### src/rtl/asr_pkg.sv
package asr_pkg;

    // Oscillator cycles per serial bit, for both receive and transmit.
    localparam int ASR_BIT_DIV = 64;
    // Address pins are latched this many cycles after the start bit ends.
    localparam int ASR_ADDR_LATCH_CYC = 31;
    localparam int ASR_DATA_BITS = 8;
    localparam int ASR_CMD_BITS = 7;
    // Start, eight data, parity and stop.
    localparam int ASR_FRAME_BITS = 11;
    // Bit index of the stop bit within a receive frame.
    localparam int ASR_STOP_IDX = 10;

    localparam int ASR_CLK_PERIOD_NS = 25;
    localparam int ASR_RESET_MIN_NS = 700;
    localparam int ASR_RESET_MIN_CYC = (ASR_RESET_MIN_NS + ASR_CLK_PERIOD_NS - 1) / ASR_CLK_PERIOD_NS;

    // Receive line idles high; the transmit pin idles low because it is inverted.
    localparam logic ASR_RX_IDLE_LVL = 1'b1;
    localparam logic ASR_TX_IDLE_LVL = 1'b0;
    localparam logic ASR_START_LVL = 1'b0;
    localparam logic ASR_STOP_LVL = 1'b1;
    localparam logic ASR_FLAG_ADDR = 1'b1;

    typedef enum logic [2:0] {
        ASR_RX_IDLE = 3'h1,
        ASR_RX_BITS = 3'h2,
        ASR_RX_HOLD = 3'h4
    } asr_rx_t;

    typedef enum logic [2:0] {
        ASR_TX_IDLE = 3'h1,
        ASR_TX_WAIT = 3'h2,
        ASR_TX_SEND = 3'h4
    } asr_tx_t;

endpackage : asr_pkg

### src/rtl/asr_responder.sv
`timescale 1ns/100ps
// Operation
// - A received start bit starts a receive bit clock of oscillator divided by 64.
// - Every received bit is sampled in the middle of its bit period.
// - Eight data bits follow the start bit; seven are compared with station address.
// - Station address pins are latched 31 cycles after the start bit ends.
// - Eighth data bit high marks an address word, low marks a command word.
// - An even parity bit is checked, then a stop bit is received.
// - A completed address word matching the station address pulses the match output.
// - The end of the command word queues it; the command strobe pulses once CMD_READY is high.
// - The command strobe is exactly one oscillator cycle wide.
// - The seven command bits of the second word appear on the command outputs.
// - A rising edge on the send input begins transmission.
// - Send is accepted only after an address has been received.
// - Two eleven-bit words are sent, from the first and second input bytes.
// - First byte is captured one clock before the first start bit begins.
// - Second byte is captured at the start of the first start bit.
// - Transmit output is the logical inverse of the receive line polarity.
// - Transmission starts between one half and one and a half bits after send, or two bits after a send on the last bit-clock cycle.
module asr_responder
    import asr_pkg::*;
#(
    parameter int BIT_DIV = ASR_BIT_DIV,
    parameter int ADDR_LATCH_CYC = ASR_ADDR_LATCH_CYC,
    parameter int CMD_W = ASR_CMD_BITS
) (
    input wire logic CLOCK,
    input wire logic RESET_N,
    input wire logic SERIAL_RX_IN,
    input wire logic [ASR_CMD_BITS-1:0] STATION_ADDR_IN,
    input wire logic SEND_IN,
    input wire logic [ASR_DATA_BITS-1:0] TX_FIRST_BYTE_IN,
    input wire logic [ASR_DATA_BITS-1:0] TX_SECOND_BYTE_IN,
    input wire logic CMD_READY,
    output logic SERIAL_TX_OUT,
    output logic ADDR_MATCH_PULSE,
    output logic CMD_STROBE,
    output logic [CMD_W-1:0] CMD_WORD_OUT
);

    localparam int PH_W = $clog2(BIT_DIV);
    localparam logic [PH_W-1:0] PH_ZERO = '0;
    localparam logic [PH_W-1:0] PH_LAST = PH_W'(BIT_DIV - 1);
    localparam logic [PH_W-1:0] PH_MID = PH_W'(BIT_DIV / 2 - 1);
    localparam logic [PH_W-1:0] PH_LATE = PH_W'(BIT_DIV - BIT_DIV / 2);
    localparam logic [PH_W-1:0] PH_ADDR = PH_W'(ADDR_LATCH_CYC);
    localparam logic [3:0] BIT_START = 4'h0;
    localparam logic [3:0] BIT_FIRST = 4'h1;
    localparam logic [3:0] BIT_STOP = 4'(ASR_STOP_IDX);
    localparam logic [3:0] BIT_FRAME = 4'(ASR_FRAME_BITS);

    typedef struct packed {
        logic [2:0] rx_sync;
        logic rx_f;
        logic [2:0] snd_sync;
        logic snd_f;
        asr_rx_t rx_st;
        logic [PH_W-1:0] rx_ph;
        logic [3:0] rx_bit;
        logic [ASR_DATA_BITS:0] rx_sh;
        logic [ASR_CMD_BITS-1:0] addr;
        logic addr_ok;
        logic armed;
        logic match_p;
        asr_tx_t tx_st;
        logic [PH_W-1:0] tx_ph;
        logic skip;
        logic tx_word;
        logic [3:0] tx_bit;
        logic [ASR_FRAME_BITS-1:0] tx_sh;
        logic [ASR_DATA_BITS-1:0] second;
        logic tx_out;
        logic hv;
        logic sv;
        logic gap;
        logic [CMD_W-1:0] head;
        logic [CMD_W-1:0] skid;
    } asr_state_t;

    localparam asr_state_t ASR_RESET_STATE = '{
        rx_sync: {3{ASR_RX_IDLE_LVL}},
        rx_f: ASR_RX_IDLE_LVL,
        snd_sync: 3'h0,
        snd_f: 1'b0,
        rx_st: ASR_RX_IDLE,
        rx_ph: '0,
        rx_bit: 4'h0,
        rx_sh: '0,
        addr: '0,
        addr_ok: 1'b0,
        armed: 1'b0,
        match_p: 1'b0,
        tx_st: ASR_TX_IDLE,
        tx_ph: '0,
        skip: 1'b0,
        tx_word: 1'b0,
        tx_bit: 4'h0,
        tx_sh: '0,
        second: '0,
        tx_out: ASR_TX_IDLE_LVL,
        hv: 1'b0,
        sv: 1'b0,
        gap: 1'b0,
        head: '0,
        skid: '0
    };

    asr_state_t st_q;
    asr_state_t st_d;

    function automatic logic [ASR_FRAME_BITS-1:0] make_frame(input logic [ASR_DATA_BITS-1:0] data);
        make_frame = {ASR_STOP_LVL, ^data, data, ASR_START_LVL};
    endfunction : make_frame

    function automatic logic [PH_W-1:0] ph_step(input logic [PH_W-1:0] ph);
        if (ph == PH_LAST) begin
            ph_step = PH_ZERO;
        end else begin
            ph_step = PH_W'(ph + 1'b1);
        end
    endfunction : ph_step

    // A pin counts as changed only once the second and third stages agree, which rejects one-cycle glitches.
    function automatic logic settle(input logic [2:0] sync, input logic prev);
        if (sync[1] == sync[2]) begin
            settle = sync[2];
        end else begin
            settle = prev;
        end
    endfunction : settle

    always_comb begin
        logic buf_ready;
        logic pop;
        logic push;
        logic good;
        logic send_rise;
        logic [ASR_FRAME_BITS-1:0] frame;
        logic [CMD_W-1:0] cmd_in;
        logic arm_new;

        st_d = st_q;
        push = 1'b0;
        send_rise = 1'b0;
        arm_new = 1'b0;
        good = 1'b0;
        frame = st_q.tx_sh;
        cmd_in = CMD_W'(st_q.rx_sh[ASR_CMD_BITS-1:0]);
        buf_ready = ~(st_q.hv & st_q.sv);
        pop = st_q.hv & CMD_READY & ~st_q.gap;

        // Pin inputs settle through three flops; a change counts once the last two agree.
        st_d.rx_sync = {st_q.rx_sync[1:0], SERIAL_RX_IN};
        st_d.snd_sync = {st_q.snd_sync[1:0], SEND_IN};
        st_d.rx_f = settle(st_q.rx_sync, st_q.rx_f);
        st_d.snd_f = settle(st_q.snd_sync, st_q.snd_f);
        send_rise = st_d.snd_f & ~st_q.snd_f;
        st_d.match_p = 1'b0;
        // A popped word leaves one quiet cycle, so two queued words never merge into one wide strobe.
        st_d.gap = pop;

        // Receiver.
        case (st_q.rx_st)
            ASR_RX_IDLE: begin
                // A full command buffer holds off the next word rather than drop one later.
                if (st_q.rx_f == ASR_START_LVL) begin
                    st_d.rx_st = buf_ready ? ASR_RX_BITS : ASR_RX_HOLD;
                    st_d.rx_ph = PH_ZERO;
                    st_d.rx_bit = BIT_START;
                end
            end
            ASR_RX_HOLD: begin
                // Time the ignored word out in full; a high data bit must not pass for line idle.
                st_d.rx_ph = ph_step(st_q.rx_ph);
                if (st_q.rx_ph == PH_LAST) begin
                    st_d.rx_bit = 4'(st_q.rx_bit + 1'b1);
                end
                if (st_q.rx_ph == PH_MID) begin
                    if (st_q.rx_bit == BIT_STOP) begin
                        st_d.rx_st = ASR_RX_IDLE;
                    end else if (st_q.rx_bit == BIT_START && st_q.rx_f != ASR_START_LVL) begin
                        st_d.rx_st = ASR_RX_IDLE;
                    end
                end
            end
            ASR_RX_BITS: begin
                st_d.rx_ph = ph_step(st_q.rx_ph);
                if (st_q.rx_ph == PH_LAST) begin
                    st_d.rx_bit = 4'(st_q.rx_bit + 1'b1);
                end
                // Address pins are read without synchronisers, so they must stay still while a word arrives.
                if (st_q.rx_bit == BIT_FIRST && st_q.rx_ph == PH_ADDR) begin
                    st_d.addr = STATION_ADDR_IN;
                end
                if (st_q.rx_ph == PH_MID) begin
                    if (st_q.rx_bit == BIT_START) begin
                        if (st_q.rx_f != ASR_START_LVL) begin
                            // A glitch shorter than half a bit is not a start bit.
                            st_d.rx_st = ASR_RX_IDLE;
                        end
                    end else if (st_q.rx_bit != BIT_STOP) begin
                        st_d.rx_sh = {st_q.rx_f, st_q.rx_sh[ASR_DATA_BITS:1]};
                    end else begin
                        st_d.rx_st = ASR_RX_IDLE;
                        good = (st_q.rx_f == ASR_STOP_LVL) && !(^st_q.rx_sh);
                        if (st_q.rx_sh[ASR_DATA_BITS-1] == ASR_FLAG_ADDR) begin
                            good = good && (st_q.rx_sh[ASR_CMD_BITS-1:0] == st_q.addr);
                            st_d.match_p = good;
                            st_d.addr_ok = good;
                            st_d.armed = good;
                            arm_new = good;
                        end else begin
                            push = good && st_q.addr_ok;
                            st_d.addr_ok = 1'b0;
                            if (!good) begin
                                st_d.armed = 1'b0;
                            end
                        end
                    end
                end
            end
            default: begin
                st_d.rx_st = ASR_RX_IDLE;
            end
        endcase

        // Two-entry command buffer; the head register drives the command pins.
        if (pop && push) begin
            st_d.head = st_q.sv ? st_q.skid : cmd_in;
            st_d.skid = cmd_in;
        end else if (pop) begin
            st_d.head = st_q.skid;
            st_d.hv = st_q.sv;
            st_d.sv = 1'b0;
        end else if (push) begin
            if (!st_q.hv) begin
                st_d.head = cmd_in;
                st_d.hv = 1'b1;
            end else begin
                st_d.skid = cmd_in;
                st_d.sv = 1'b1;
            end
        end

        // Transmitter on a free-running bit clock.
        st_d.tx_ph = ph_step(st_q.tx_ph);
        case (st_q.tx_st)
            ASR_TX_IDLE: begin
                if (send_rise && st_q.armed) begin
                    // An address match in this same cycle arms the next exchange and must not be lost.
                    st_d.armed = arm_new;
                    // Less than half a bit left means one more bit of delay.
                    st_d.skip = (st_q.tx_ph >= PH_LATE);
                    st_d.tx_st = ASR_TX_WAIT;
                end
            end
            ASR_TX_WAIT: begin
                if (st_q.tx_ph == PH_LAST) begin
                    if (st_q.skip) begin
                        st_d.skip = 1'b0;
                    end else begin
                        // Byte pins are read directly and must be steady at their capture edges.
                        st_d.tx_sh = make_frame(TX_FIRST_BYTE_IN);
                        st_d.tx_bit = BIT_START;
                        st_d.tx_word = 1'b0;
                        st_d.tx_st = ASR_TX_SEND;
                    end
                end
            end
            ASR_TX_SEND: begin
                if (st_q.tx_ph == PH_ZERO) begin
                    if (st_q.tx_bit == BIT_START && !st_q.tx_word) begin
                        st_d.second = TX_SECOND_BYTE_IN;
                    end
                    if (st_q.tx_bit == BIT_FRAME) begin
                        frame = make_frame(st_q.second);
                    end
                    if (st_q.tx_bit == BIT_FRAME && st_q.tx_word) begin
                        st_d.tx_out = ASR_TX_IDLE_LVL;
                        st_d.tx_st = ASR_TX_IDLE;
                    end else begin
                        st_d.tx_out = ~frame[0];
                        st_d.tx_sh = {1'b0, frame[ASR_FRAME_BITS-1:1]};
                        st_d.tx_bit = (st_q.tx_bit == BIT_FRAME) ? BIT_FIRST : 4'(st_q.tx_bit + 1'b1);
                        st_d.tx_word = st_q.tx_word | (st_q.tx_bit == BIT_FRAME);
                    end
                end
            end
            default: begin
                st_d.tx_st = ASR_TX_IDLE;
            end
        endcase
    end

    // The block assumes the reset pulse meets the minimum width; no stretching is done here.
    always_ff @(posedge CLOCK or negedge RESET_N) begin
        if (!RESET_N) begin
            st_q <= ASR_RESET_STATE;
        end else begin
            st_q <= st_d;
        end
    end

    assign SERIAL_TX_OUT = st_q.tx_out;
    assign ADDR_MATCH_PULSE = st_q.match_p;
    // With the consumer ready, each word gives one strobe cycle followed by a quiet one.
    assign CMD_STROBE = st_q.hv & CMD_READY & ~st_q.gap;
    assign CMD_WORD_OUT = st_q.head;

endmodule : asr_responder

### config.mk
export PLATFORM = sky130hd
export DESIGN_NAME = asr_responder
export DESIGN_NICKNAME = d
export VERILOG_FILES = /design/src/rtl/asr_pkg.sv /design/src/rtl/asr_responder.sv
export SDC_FILE = /design/constraint.sdc
export NUM_CORES = 1
export LEC_CHECK = 0
export BUFFER_PORTS_ARGS = -buffer_cell sky130_fd_sc_hd__buf_2
export CORE_ASPECT_RATIO = 1.2
export CORE_MARGIN = 3
export CORE_UTILIZATION = 61
export DETAILED_ROUTE_END_ITERATION = 6
export MAX_ROUTING_LAYER = met4
export PLACE_DENSITY_LB_ADDON = 0.08
export SYNTH_ARGS = -nofsm -noshare
export SYNTH_HDL_FRONTEND = slang
export SYNTH_SLANG_ARGS = --single-unit
### constraint.sdc
create_clock -name CLOCK -period 6.45 [get_ports CLOCK]
set_input_delay 0.3225 -clock CLOCK [delete_from_list [all_inputs] [get_ports CLOCK]]
set_output_delay 0.3225 -clock CLOCK [all_outputs]
set_load 0.01 [all_outputs]
After elaboration in Yosys (flattened, before gate mapping)
Cells that the tools add are included.
{"block": "classes", "magnitude_cmp": 1, "mux": 62, "eq_ne": 31, "reduce_logical": 41, "addsub": 4, "bitwise_logic": 11}
{"operator": "2-to-1 mux 3 bit", "count": 13}
{"operator": "2-to-1 mux 7 bit", "count": 5}
{"operator": "2-to-1 mux 11 bit", "count": 3}
{"operator": "2-to-1 mux 16 bit", "count": 2}
{"operator": "case mux 16 bit (2 select lines)", "count": 1}
{"operator": "2-to-1 mux 14 bit", "count": 2}
{"operator": "2-to-1 mux 25 bit", "count": 1}
{"operator": "case mux 10 bit (2 select lines)", "count": 1}
{"operator": "inequality test 2 bit (second input constant)", "count": 9}
{"operator": "case mux 3 bit (3 select lines)", "count": 2}
{"operator": "2-to-1 mux 1 bit", "count": 17}
{"operator": "2-to-1 mux 17 bit", "count": 1}
{"operator": "parity 8 bit", "count": 2}
{"operator": "AND reduction 3 bit", "count": 5}
{"operator": "2-to-1 mux 2 bit", "count": 7}
{"operator": "nonzero test 2 bit", "count": 7}
{"operator": "2-to-1 mux 13 bit", "count": 1}
{"operator": "adder 6 x 1 -> 6 bit (second input constant)", "count": 2}
{"operator": "equality test 6 bit (second input constant)", "count": 2}
{"operator": "2-to-1 mux 6 bit", "count": 2}
{"operator": "AND reduction 2 bit", "count": 5}
{"operator": "AND reduction 5 bit", "count": 2}
{"operator": "logical AND 1 bit", "count": 9}
{"operator": "inequality test 3 bit (second input constant)", "count": 3}
{"operator": "27 further kinds", "count": 46}
{"block": "word_totals", "wordCells": 175, "out_inout_bits": 10, "register_bits": 92, "input_bits": 28}

Depth between registers and ports, before layout
Gate-level depths: netlist of the first run.
{"block": "logic_depth", "word_depth": 12, "ltp_mapped": 13, "mapped_depth_nobuf": 11}

Worst setup path before layout of the first run
OpenSTA, ideal clock, no wires.
{"block": "synth_timing", "kind": "register to register", "from": "reg st_q[65] in the netlist's numbering", "to": "reg st_q, in the netlist CMD_WORD_OUT[0]", "path_slack_ns": 3.114, "setup_time_ns": 0.137, "required_time_ns": 6.313, "t_arrival_ns": 3.199, "path_buffers": 2, "path_stages_with_launch": 13, "synth_period_minus_slack_ns": 3.336, "path_cell_list": "dfrtp_1 -> buf_4 -> xor2_1 -> xnor3_1 -> xor2_1 -> or4_4 -> inv_2 -> ha_1 -> clkbuf_1 -> nor2_1 -> a21oi_1 -> mux2i_1 -> a21oi_1"}
{"block": "synth_between", "elab_chain_cells": 12, "word_cells_on_any_way": 14, "classes_between": "eq/ne (1); mux (6); reduce/logical (7)"}
{"item": "start: declaration", "line_no": "asr_responder.sv:108", "source": "asr_state_t st_q;"}
{"item": "start signal: assignment", "line_no": "asr_responder.sv:300", "source": "st_q <= st_d;"}
{"item": "parity 9 bit (*)", "line_no": "asr_responder.sv:205", "source": "good = (st_q.rx_f == ASR_STOP_LVL) && !(^st_q.rx_sh);"}
{"item": "zero test 1 bit (*)", "line_no": "asr_responder.sv:205"}
{"item": "logical AND 1 bit (*)", "line_no": "asr_responder.sv:205"}
{"item": "logical AND 1 bit (*)", "line_no": "asr_responder.sv:213", "source": "push = good && st_q.addr_ok;"}
{"item": "2-to-1 mux 1 bit (*)", "line_no": "asr_responder.sv:206", "source": "if (st_q.rx_sh[ASR_DATA_BITS-1] == ASR_FLAG_ADDR) begin"}
{"item": "2-to-1 mux 1 bit (*)", "line_no": "asr_responder.sv:201", "source": "end else if (st_q.rx_bit != BIT_STOP) begin"}
{"item": "2-to-1 mux 1 bit (*)", "line_no": "asr_responder.sv:196", "source": "if (st_q.rx_bit == BIT_START) begin"}
{"item": "2-to-1 mux 1 bit (*)", "line_no": "asr_responder.sv:195", "source": "if (st_q.rx_ph == PH_MID) begin"}
{"item": "2-to-1 mux 1 bit (*)", "line_no": "asr_responder.sv:163", "source": "case (st_q.rx_st)"}
{"item": "logical AND 1 bit", "line_no": "asr_responder.sv:228", "source": "if (pop && push) begin"}
{"item": "inequality test 3 x 2 -> 1 bit (no source line) or nonzero test 3 bit (tied branches)"}
{"item": "AND reduction 2 bit (no source line)"}
Every way passes the cells marked *; elsewhere a longest branch is shown, timed or not.
A chain may end at the register's enable or synchronous reset.

Worst setup path in the final report of the first run
Ends and elaborated chain as after synthesis.

==> results.toml, run 1 <==
[outcome]
status = "finished clean"

[floorplanning]
coreArea_sq_um = 7750
io_pins = 38
start_util_pct = 63.1
rows = 35
die_area_sq_um = 9130
die_y_microns = 104
fp.dieW_microns = 87.7

[clock_tree]
post_cts_resized = 0
postCtsHoldBufs = 1
tritoncts = "done"
htreeDepth = 3
root_buffer = "clkbuf_8"
clk_pin_slew_ns = 0.09
cts_buffers = 9
clk_path_buf_depth = 2
worstSkewPairLatency_ns = 0.36
cts.sinks = 92
post-cts-setup-buffer-count = 0

[setup_path]
crit_slowest_cell = "a21oi_1"
r2r_end = "CMD_WORD_OUT[0]"
worstReg2RegStart = "st_q[65]"
setup.worst_path.start_class = "register"
cp-end-kind = "register"
r2r_setup_slack_ns = 2.53
cp.arrival_ns = 4.12
critPathBufInv = 1
path_max_fanout = 18
crit_required_ns = 6.65
critPathLaunch = "st_q[65]"
critical-path-top-delay-family = "XOR/XNOR gates"
reg2reg_depth = 10
crit_chain = "xor2_1, xnor3_1, xor2_1, or4_4, inv_2, ha_1, nor2_1, a21oi_1, mux2i_1, a21oi_1"
path_class = "reg -> reg"
worst_path_largest_cell_delay_ns = 0.74

[global_routing]
grt_usage_pct = 22.3
grt_first_pass_wirelength_mm = 15.8
grt_pass1_vias = 3342
grt_max_degree = 72
antenna_found_initial = 0
grt_overflow_total = 0

[power_and_ir_drop]
ir_worst_vdd_v = 0.000134
total_power_mw = 1.21
cellLeakagePower_nw = 2.62
power.density_nw_per_um2 = 228

[sta]
setup_slack_ns = 2.53
rsz0062_at_grt = "false"
fin_crit_sh_pct = 60.7
slew_violations = 0
max_slew_margin_pct = 25.4
setup_viol = 0
finClkSkew_ns = 0.0168
worst_slew_pin_slew_ns = 1.10
max_freq_ghz = 0.255
min_period_ns = 3.92
fin_setup_tns_ns = 0
hold_viol_final = 0

[layout]
stdcell_count = 598
syn_to_final_growth_pct = 8.65
final_core_util_pct = 68.5
nets = 542
drive_above_1_share_pct = 19.4
n_antenna_cell = 0

[synth]
ys_seq_elements = 92
synth.avg_cell_area_sq_um = 10.2
synthTopCellsByArea = "dfrtp_1, mux2_2, nand2_1"
synth_top_flop_cell = "dfrtp_1"
netlist.top_cell.by_area = "dfrtp_1"
yosysWarningCount = 0
synth.top_cell.area_share_pct = 44.0
synth.distinct_cells = 60
synthArstFlopShare_pct = 100
yosysSeqAreaShare_pct = 47.3
syn-num-nets = 520
syn-cell-area_sq_um = 4890
synth_edf_count = 0
syn_inst = 479

[detailed_routing]
drtIter0Drc = 163
wl_per_cell_microns = 15.6
drc_errors = 0
wl_mm = 9.32
routed_via_density = 5.83
vias = 3486
ant_nets = 0
first_pass_iters = 4

[placed_design]
dp_slack_ns = 2.53
place.port_buffers = 37
hpwlAfterDp_mm = 6.57
gp_congestion = 0.872
placed_cells = 581

[hold_path]
holdPathEnd = "st_d[90]"
min-delay-start = "SERIAL_RX_IN"
hold_depth = 1
hp-class = "in -> reg"

[flow_run]
cap_violations = 0
==> how the worst max path moves through the flow <==
stage,to,slack [ns],cells after the start
floorplan,CMD_WORD_OUT[0],3.11,12
finish,CMD_WORD_OUT[0],2.53,10
CTS,CMD_WORD_OUT[4],2.51,10
global route,CMD_WORD_OUT[4],2.26,10
detailed placement,CMD_WORD_OUT[0],2.53,10
global placement,CMD_WORD_OUT[3],2.61,10
==> through the flow <==
stage | cell area [sq um] | hold WS [ns]
finish | 5310 | 0.0531
global route | 5310 | 0.0482
CTS | 5310 | 0.0380
detailed placement | 5050 | 0.223
global placement | 5050 | 0.224
floorplan | 4890 | 0.0269
==> area by class of cell <==
cell class,count,area (sq um)
fill,623,2440
inverter,19,71.3
timing repair buffer,40,213
tap,92,115
clock buffer,10,138
multi-input combinational,339,2350
clock inverter,6,116
sequential,92,2310
==> Yosys cell counts, types with 5 or more instances <==
cell / count
a211o_1: 7
a21oi_1: 32
buf_4: 10
clkbuf_1: 14
dfrtp_1: 86
dfstp_2: 6
ha_1: 13
inv_1: 18
mux2_2: 24
mux2i_1: 18
nand2_1: 52
nand3_1: 12
nand3b_1: 5
nor2_1: 37
nor2b_1: 7
o21ai_0: 29
o311ai_1: 7
o31ai_1: 5
xnor2_1: 17
xor2_1: 15
==> worst register-to-register path, delay by kind of cell, from the launching register on <==
kind / cells / cell delay [ns]
AO/OA/AOI/OAI: 2 / 0.83
XOR/XNOR: 3 / 0.86
adder cells (fa/ha/maj): 1 / 0.54
buffers and inverters: 1 / 0.07
flip-flops: 1 / 0.50
multiplexers: 1 / 0.28
AND/OR/NAND/NOR: 2 / 0.70
==> state kept, by name, summed over array words and instances (netlist names) <==
signal	cells
st_d	4
SERIAL_TX_OUT	1
CMD_WORD_OUT	7
ADDR_MATCH_PULSE	1
st_q	79
==> cells in the final DEF, fill, tap and decap left out, types with 4 or more instances in the layout <==
cell / count
xnor2_1: 17
ha_1: 13
inv_1: 18
o31ai_1: 5
nand3_1: 12
nor2_1: 37
nand3b_1: 5
o21ai_0: 29
nand2_1: 52
o311ai_1: 7
dfrtp_1: 86
mux2_2: 24
nor2b_1: 7
dfstp_2: 6
xor2_1: 15
nor4b_1: 4
buf_2: 36
nor3_1: 4
clkbuf_8: 10
nand2b_1: 4
a21oi_1: 32
mux2i_1: 18
a211o_1: 7
==> logic make-up after synthesis <==
family / after synthesis / synth area share, %
XOR/XNOR: 34 / 6.66
buffers and inverters: 48 / 4.71
AO/OA/AOI/OAI: 99 / 12.7
adder cells (fa/ha/maj): 15 / 3.74
multiplexers: 42 / 9.22
AND/OR/NAND/NOR: 149 / 15.7
flip-flops: 92 / 47.3
==> per-layer routing <==
layer	vias up	global-route usage [%]	routed length (microns)	share of wire (%)
met5	-	-	0	0
met4	0	8.11	130	1.4
met3	9	2.54	305	3.3
met2	60	34.7	4610	49
met1	1707	30.0	4280	46
li1	1710	-	-	-
==> report_power, final <==
group	total (mW)	internal (mW)	switching (mW)
sequential	0.624	0.598	0.0254
clock	0.479	0.271	0.207
combinational	0.110	0.0524	0.0572
total	1.21	0.922	0.290
(Power assumes the default switching activity.)
==> inputs of run 2 (changes only) <==
--- a/config.mk
+++ b/config.mk
@@ -8,7 +8,7 @@
 export BUFFER_PORTS_ARGS = -buffer_cell sky130_fd_sc_hd__buf_2
 export CORE_ASPECT_RATIO = 1.2
 export CORE_MARGIN = 3
-export CORE_UTILIZATION = 61
+export CORE_UTILIZATION = 54
 export DETAILED_ROUTE_END_ITERATION = 6
 export MAX_ROUTING_LAYER = met4
 export PLACE_DENSITY_LB_ADDON = 0.08
==> constraint.sdc (replaced) <==
create_clock -name CLOCK -period 3.3 [get_ports CLOCK]
set_input_delay 0.165 -clock CLOCK [delete_from_list [all_inputs] [get_ports CLOCK]]
set_output_delay 0.165 -clock CLOCK [all_outputs]
set_load 0.01 [all_outputs]
==> run 2 against run 1 <==
  * Clock power grew 43%
  * Global-route usage fell by 1.4 points
  * Sequential cell count did not move
  * Sequential share of layout area decreased by 0.57 points
  * First-iteration DRC count increased by 26%
  * Critical path depth is 2 higher
  * Core utilization shrank 6.6 points
  * Sequential power is 96% higher
  * Final cell count rose by 6.4%
  * Via count rose by 1.3%
  * Non-clock buffer count grew 13
  * Power grew 76%
==> results.toml, run 2 (synthesis results as in run 1) <==
[layout]
syn_to_final_growth_pct = 10.2
largest_reg_flops = 79
n_antenna_cell = 0
final_design_area_no_fill_sq_um = 5390
top_register = "st_q"
drive_above_1_share_pct = 22.0
final_core_util_pct = 61.9
final_cell_mix = "dfrtp_1, nand2_1, nor2_1"
nets = 555
final_common_cell = "dfrtp_1"
stdcell_count = 636

[setup_path]
path_class = "reg -> reg"
crit_required_ns = 3.54
crit_slowest_cell = "or4_4"
setup.worst_path.start_class = "register"
path_max_fanout = 12
worst_path_largest_cell_delay_ns = 0.59
cp-end-kind = "register"
crit_chain = "xnor2_2, xnor3_2, xor2_1, or4_4, inv_2, ha_2, buf_6, nor2_1, nand2_1, o21ai_0, a21oi_1, o311ai_1"
cp.arrival_ns = 3.32

[clock_tree]
htreeDepth = 3
clk_pin_slew_ns = 0.09
cts.sinks = 92
root_buffer = "clkbuf_8"
post-cts-setup-buffer-count = 0
worstSkewPairLatency_ns = 0.37
cts_buffers = 9
clk_path_buf_depth = 2
tritoncts = "done"

[floorplanning]
start_util_pct = 56.2
fp.dieW_microns = 92.8
die_area_sq_um = 10200
rows = 37
io_pins = 38
coreArea_sq_um = 8700
die_y_microns = 110

[sta]
fin_crit_sh_pct = 93.3
whs_ns = 0.0225
worst_slew_pin_slew_ns = 0.811
max_slew_margin_pct = 45.8
finClkSkew_ns = 0.00950
hold_viol_final = 0
slew_violations = 0
setup_viol = 0
max_freq_ghz = 0.325
min_period_ns = 3.08
rsz0062_at_grt = "false"
fin_setup_tns_ns = 0

[placed_design]
placed_cells = 617
place.port_buffers = 37
placed_cell_area_sq_um = 5160
hpwlAfterDp_mm = 6.98
gp_congestion = 0.824

[global_routing]
grt_usage_pct = 20.9
antenna_found_initial = 0
grt_max_degree = 40
met2_usage_pct = 35.1
use_met1_pct = 26.1
grt_overflow_total = 0
grt_first_pass_wirelength_mm = 16.4
met3_usage_pct = 2.51
grt-busiest-layer = "met2"
grt_pass1_vias = 3447

[power_and_ir_drop]
pwr-share-comb_pct = 10.7
pwr-share-clk_pct = 32.2
p_seq_share_pct = 57.1
p_int_mw = 1.55
swShare_pct = 27.1
power.density_nw_per_um2 = 396
p_switching_uw = 579
cellLeakagePower_nw = 2.64
ir_worst_vdd_v = 0.000252

[detailed_routing]
wl_per_cell_microns = 15.3
vias = 3533
ant_nets = 0
first_pass_iters = 4
routed_via_density = 5.56
drc_errors = 0
drtIter0Drc = 205
wl_mm = 9.73

[hold_path]
hp-class = "in -> reg"

[outcome]
status = "finished clean"

[flow_run]
cap_violations = 0
-- run 2: changes by cell type in the layout (fill, tap and decap cells not counted), sizes merged --
cell         change
clkinv           +3
dlygate4sd3      +2
buf             +11
inv              -1
bufinv           -3
clkinvlp         +1
-- run 2: power groups by stage --
stage / clock [mW] / combinational [mW] / sequential (mW)
final: 0.686 / 0.228 / 1.22
after global routing: 0.737 / 0.256 / 1.23
after detailed placement: 0 / 0.228 / 1.24
after global placement: 0 / 0.221 / 1.24
after floorplan: 0 / 0.178 / 1.21
after CTS: 0.698 / 0.232 / 1.22
-- run 2: repair_timing --
item,in CTS,in global routing
hold endpoints to repair,38,0
gates resized for setup,0,7
hold buffers,3,0
endpoints found under the setup margin,0,13
-- run 2: final timing paths --
| path | from | endpoint | slack (ns) | cells after the start |
|---|---|---|---|---|
| max in group asynchronous | RESET_N | st_q[81] | 2.18 | 3 |
| hold / removal | TX_SECOND_BYTE_IN[3] | st_q[21] | 0.02 | 2 |
| hold reg to reg | st_d[86] | st_d[87] | 0.36 | 0 |
| setup reg to reg | st_q[68] | st_q[1] | 0.22 | 12 |
| min in group asynchronous | RESET_N | st_q[47] | 0.30 | 2 |
| setup / recovery | st_q[68] | st_q[1] | 0.22 | 12 |
-- run 2: routing by layer --
| metal | up-vias | share of wire [%] |
|---|---|---|
| met5 | - | 0 |
| met1 | 1719 | 45 |
| met2 | 58 | 51 |
| met3 | 18 | 2.6 |
| met4 | 0 | 1.6 |
| li1 | 1738 | - |
-- run 2: cell type report --
| cell class | instances | area [sq um] |
|---|---|---|
| timing repair buffer | 53 | 319 |
| fill | 768 | 3320 |
| clock inverter | 6 | 40.0 |
| inverter | 19 | 71.3 |
| sequential | 92 | 2310 |
| multi-input combinational | 339 | 2370 |
| tap | 117 | 146 |
| clock buffer | 10 | 128 |
-- run 2: through the flow --
| stage | setup slack [ns] | total power, mW |
|---|---|---|
| CTS | 0.0607 | 2.15 |
| finish | 0.221 | 2.13 |
| global route | 0.00922 | 2.22 |
| detailed placement | 0.0965 | 1.47 |
| global placement | 0.219 | 1.46 |
| floorplan | 0.158 | 1.39 |
-- run 2: worst max-delay path: cells and delay by family, from the launching register on --
family                     cells  cell delay [ns]
buffers and inverters          2             0.24
DFF                            1             0.50
xor gates and xnor gates       3             0.81
adders and majority gates      1             0.23
and+or+nand+nor                3             0.82
AOI/OAI and AO/OA              3             0.36
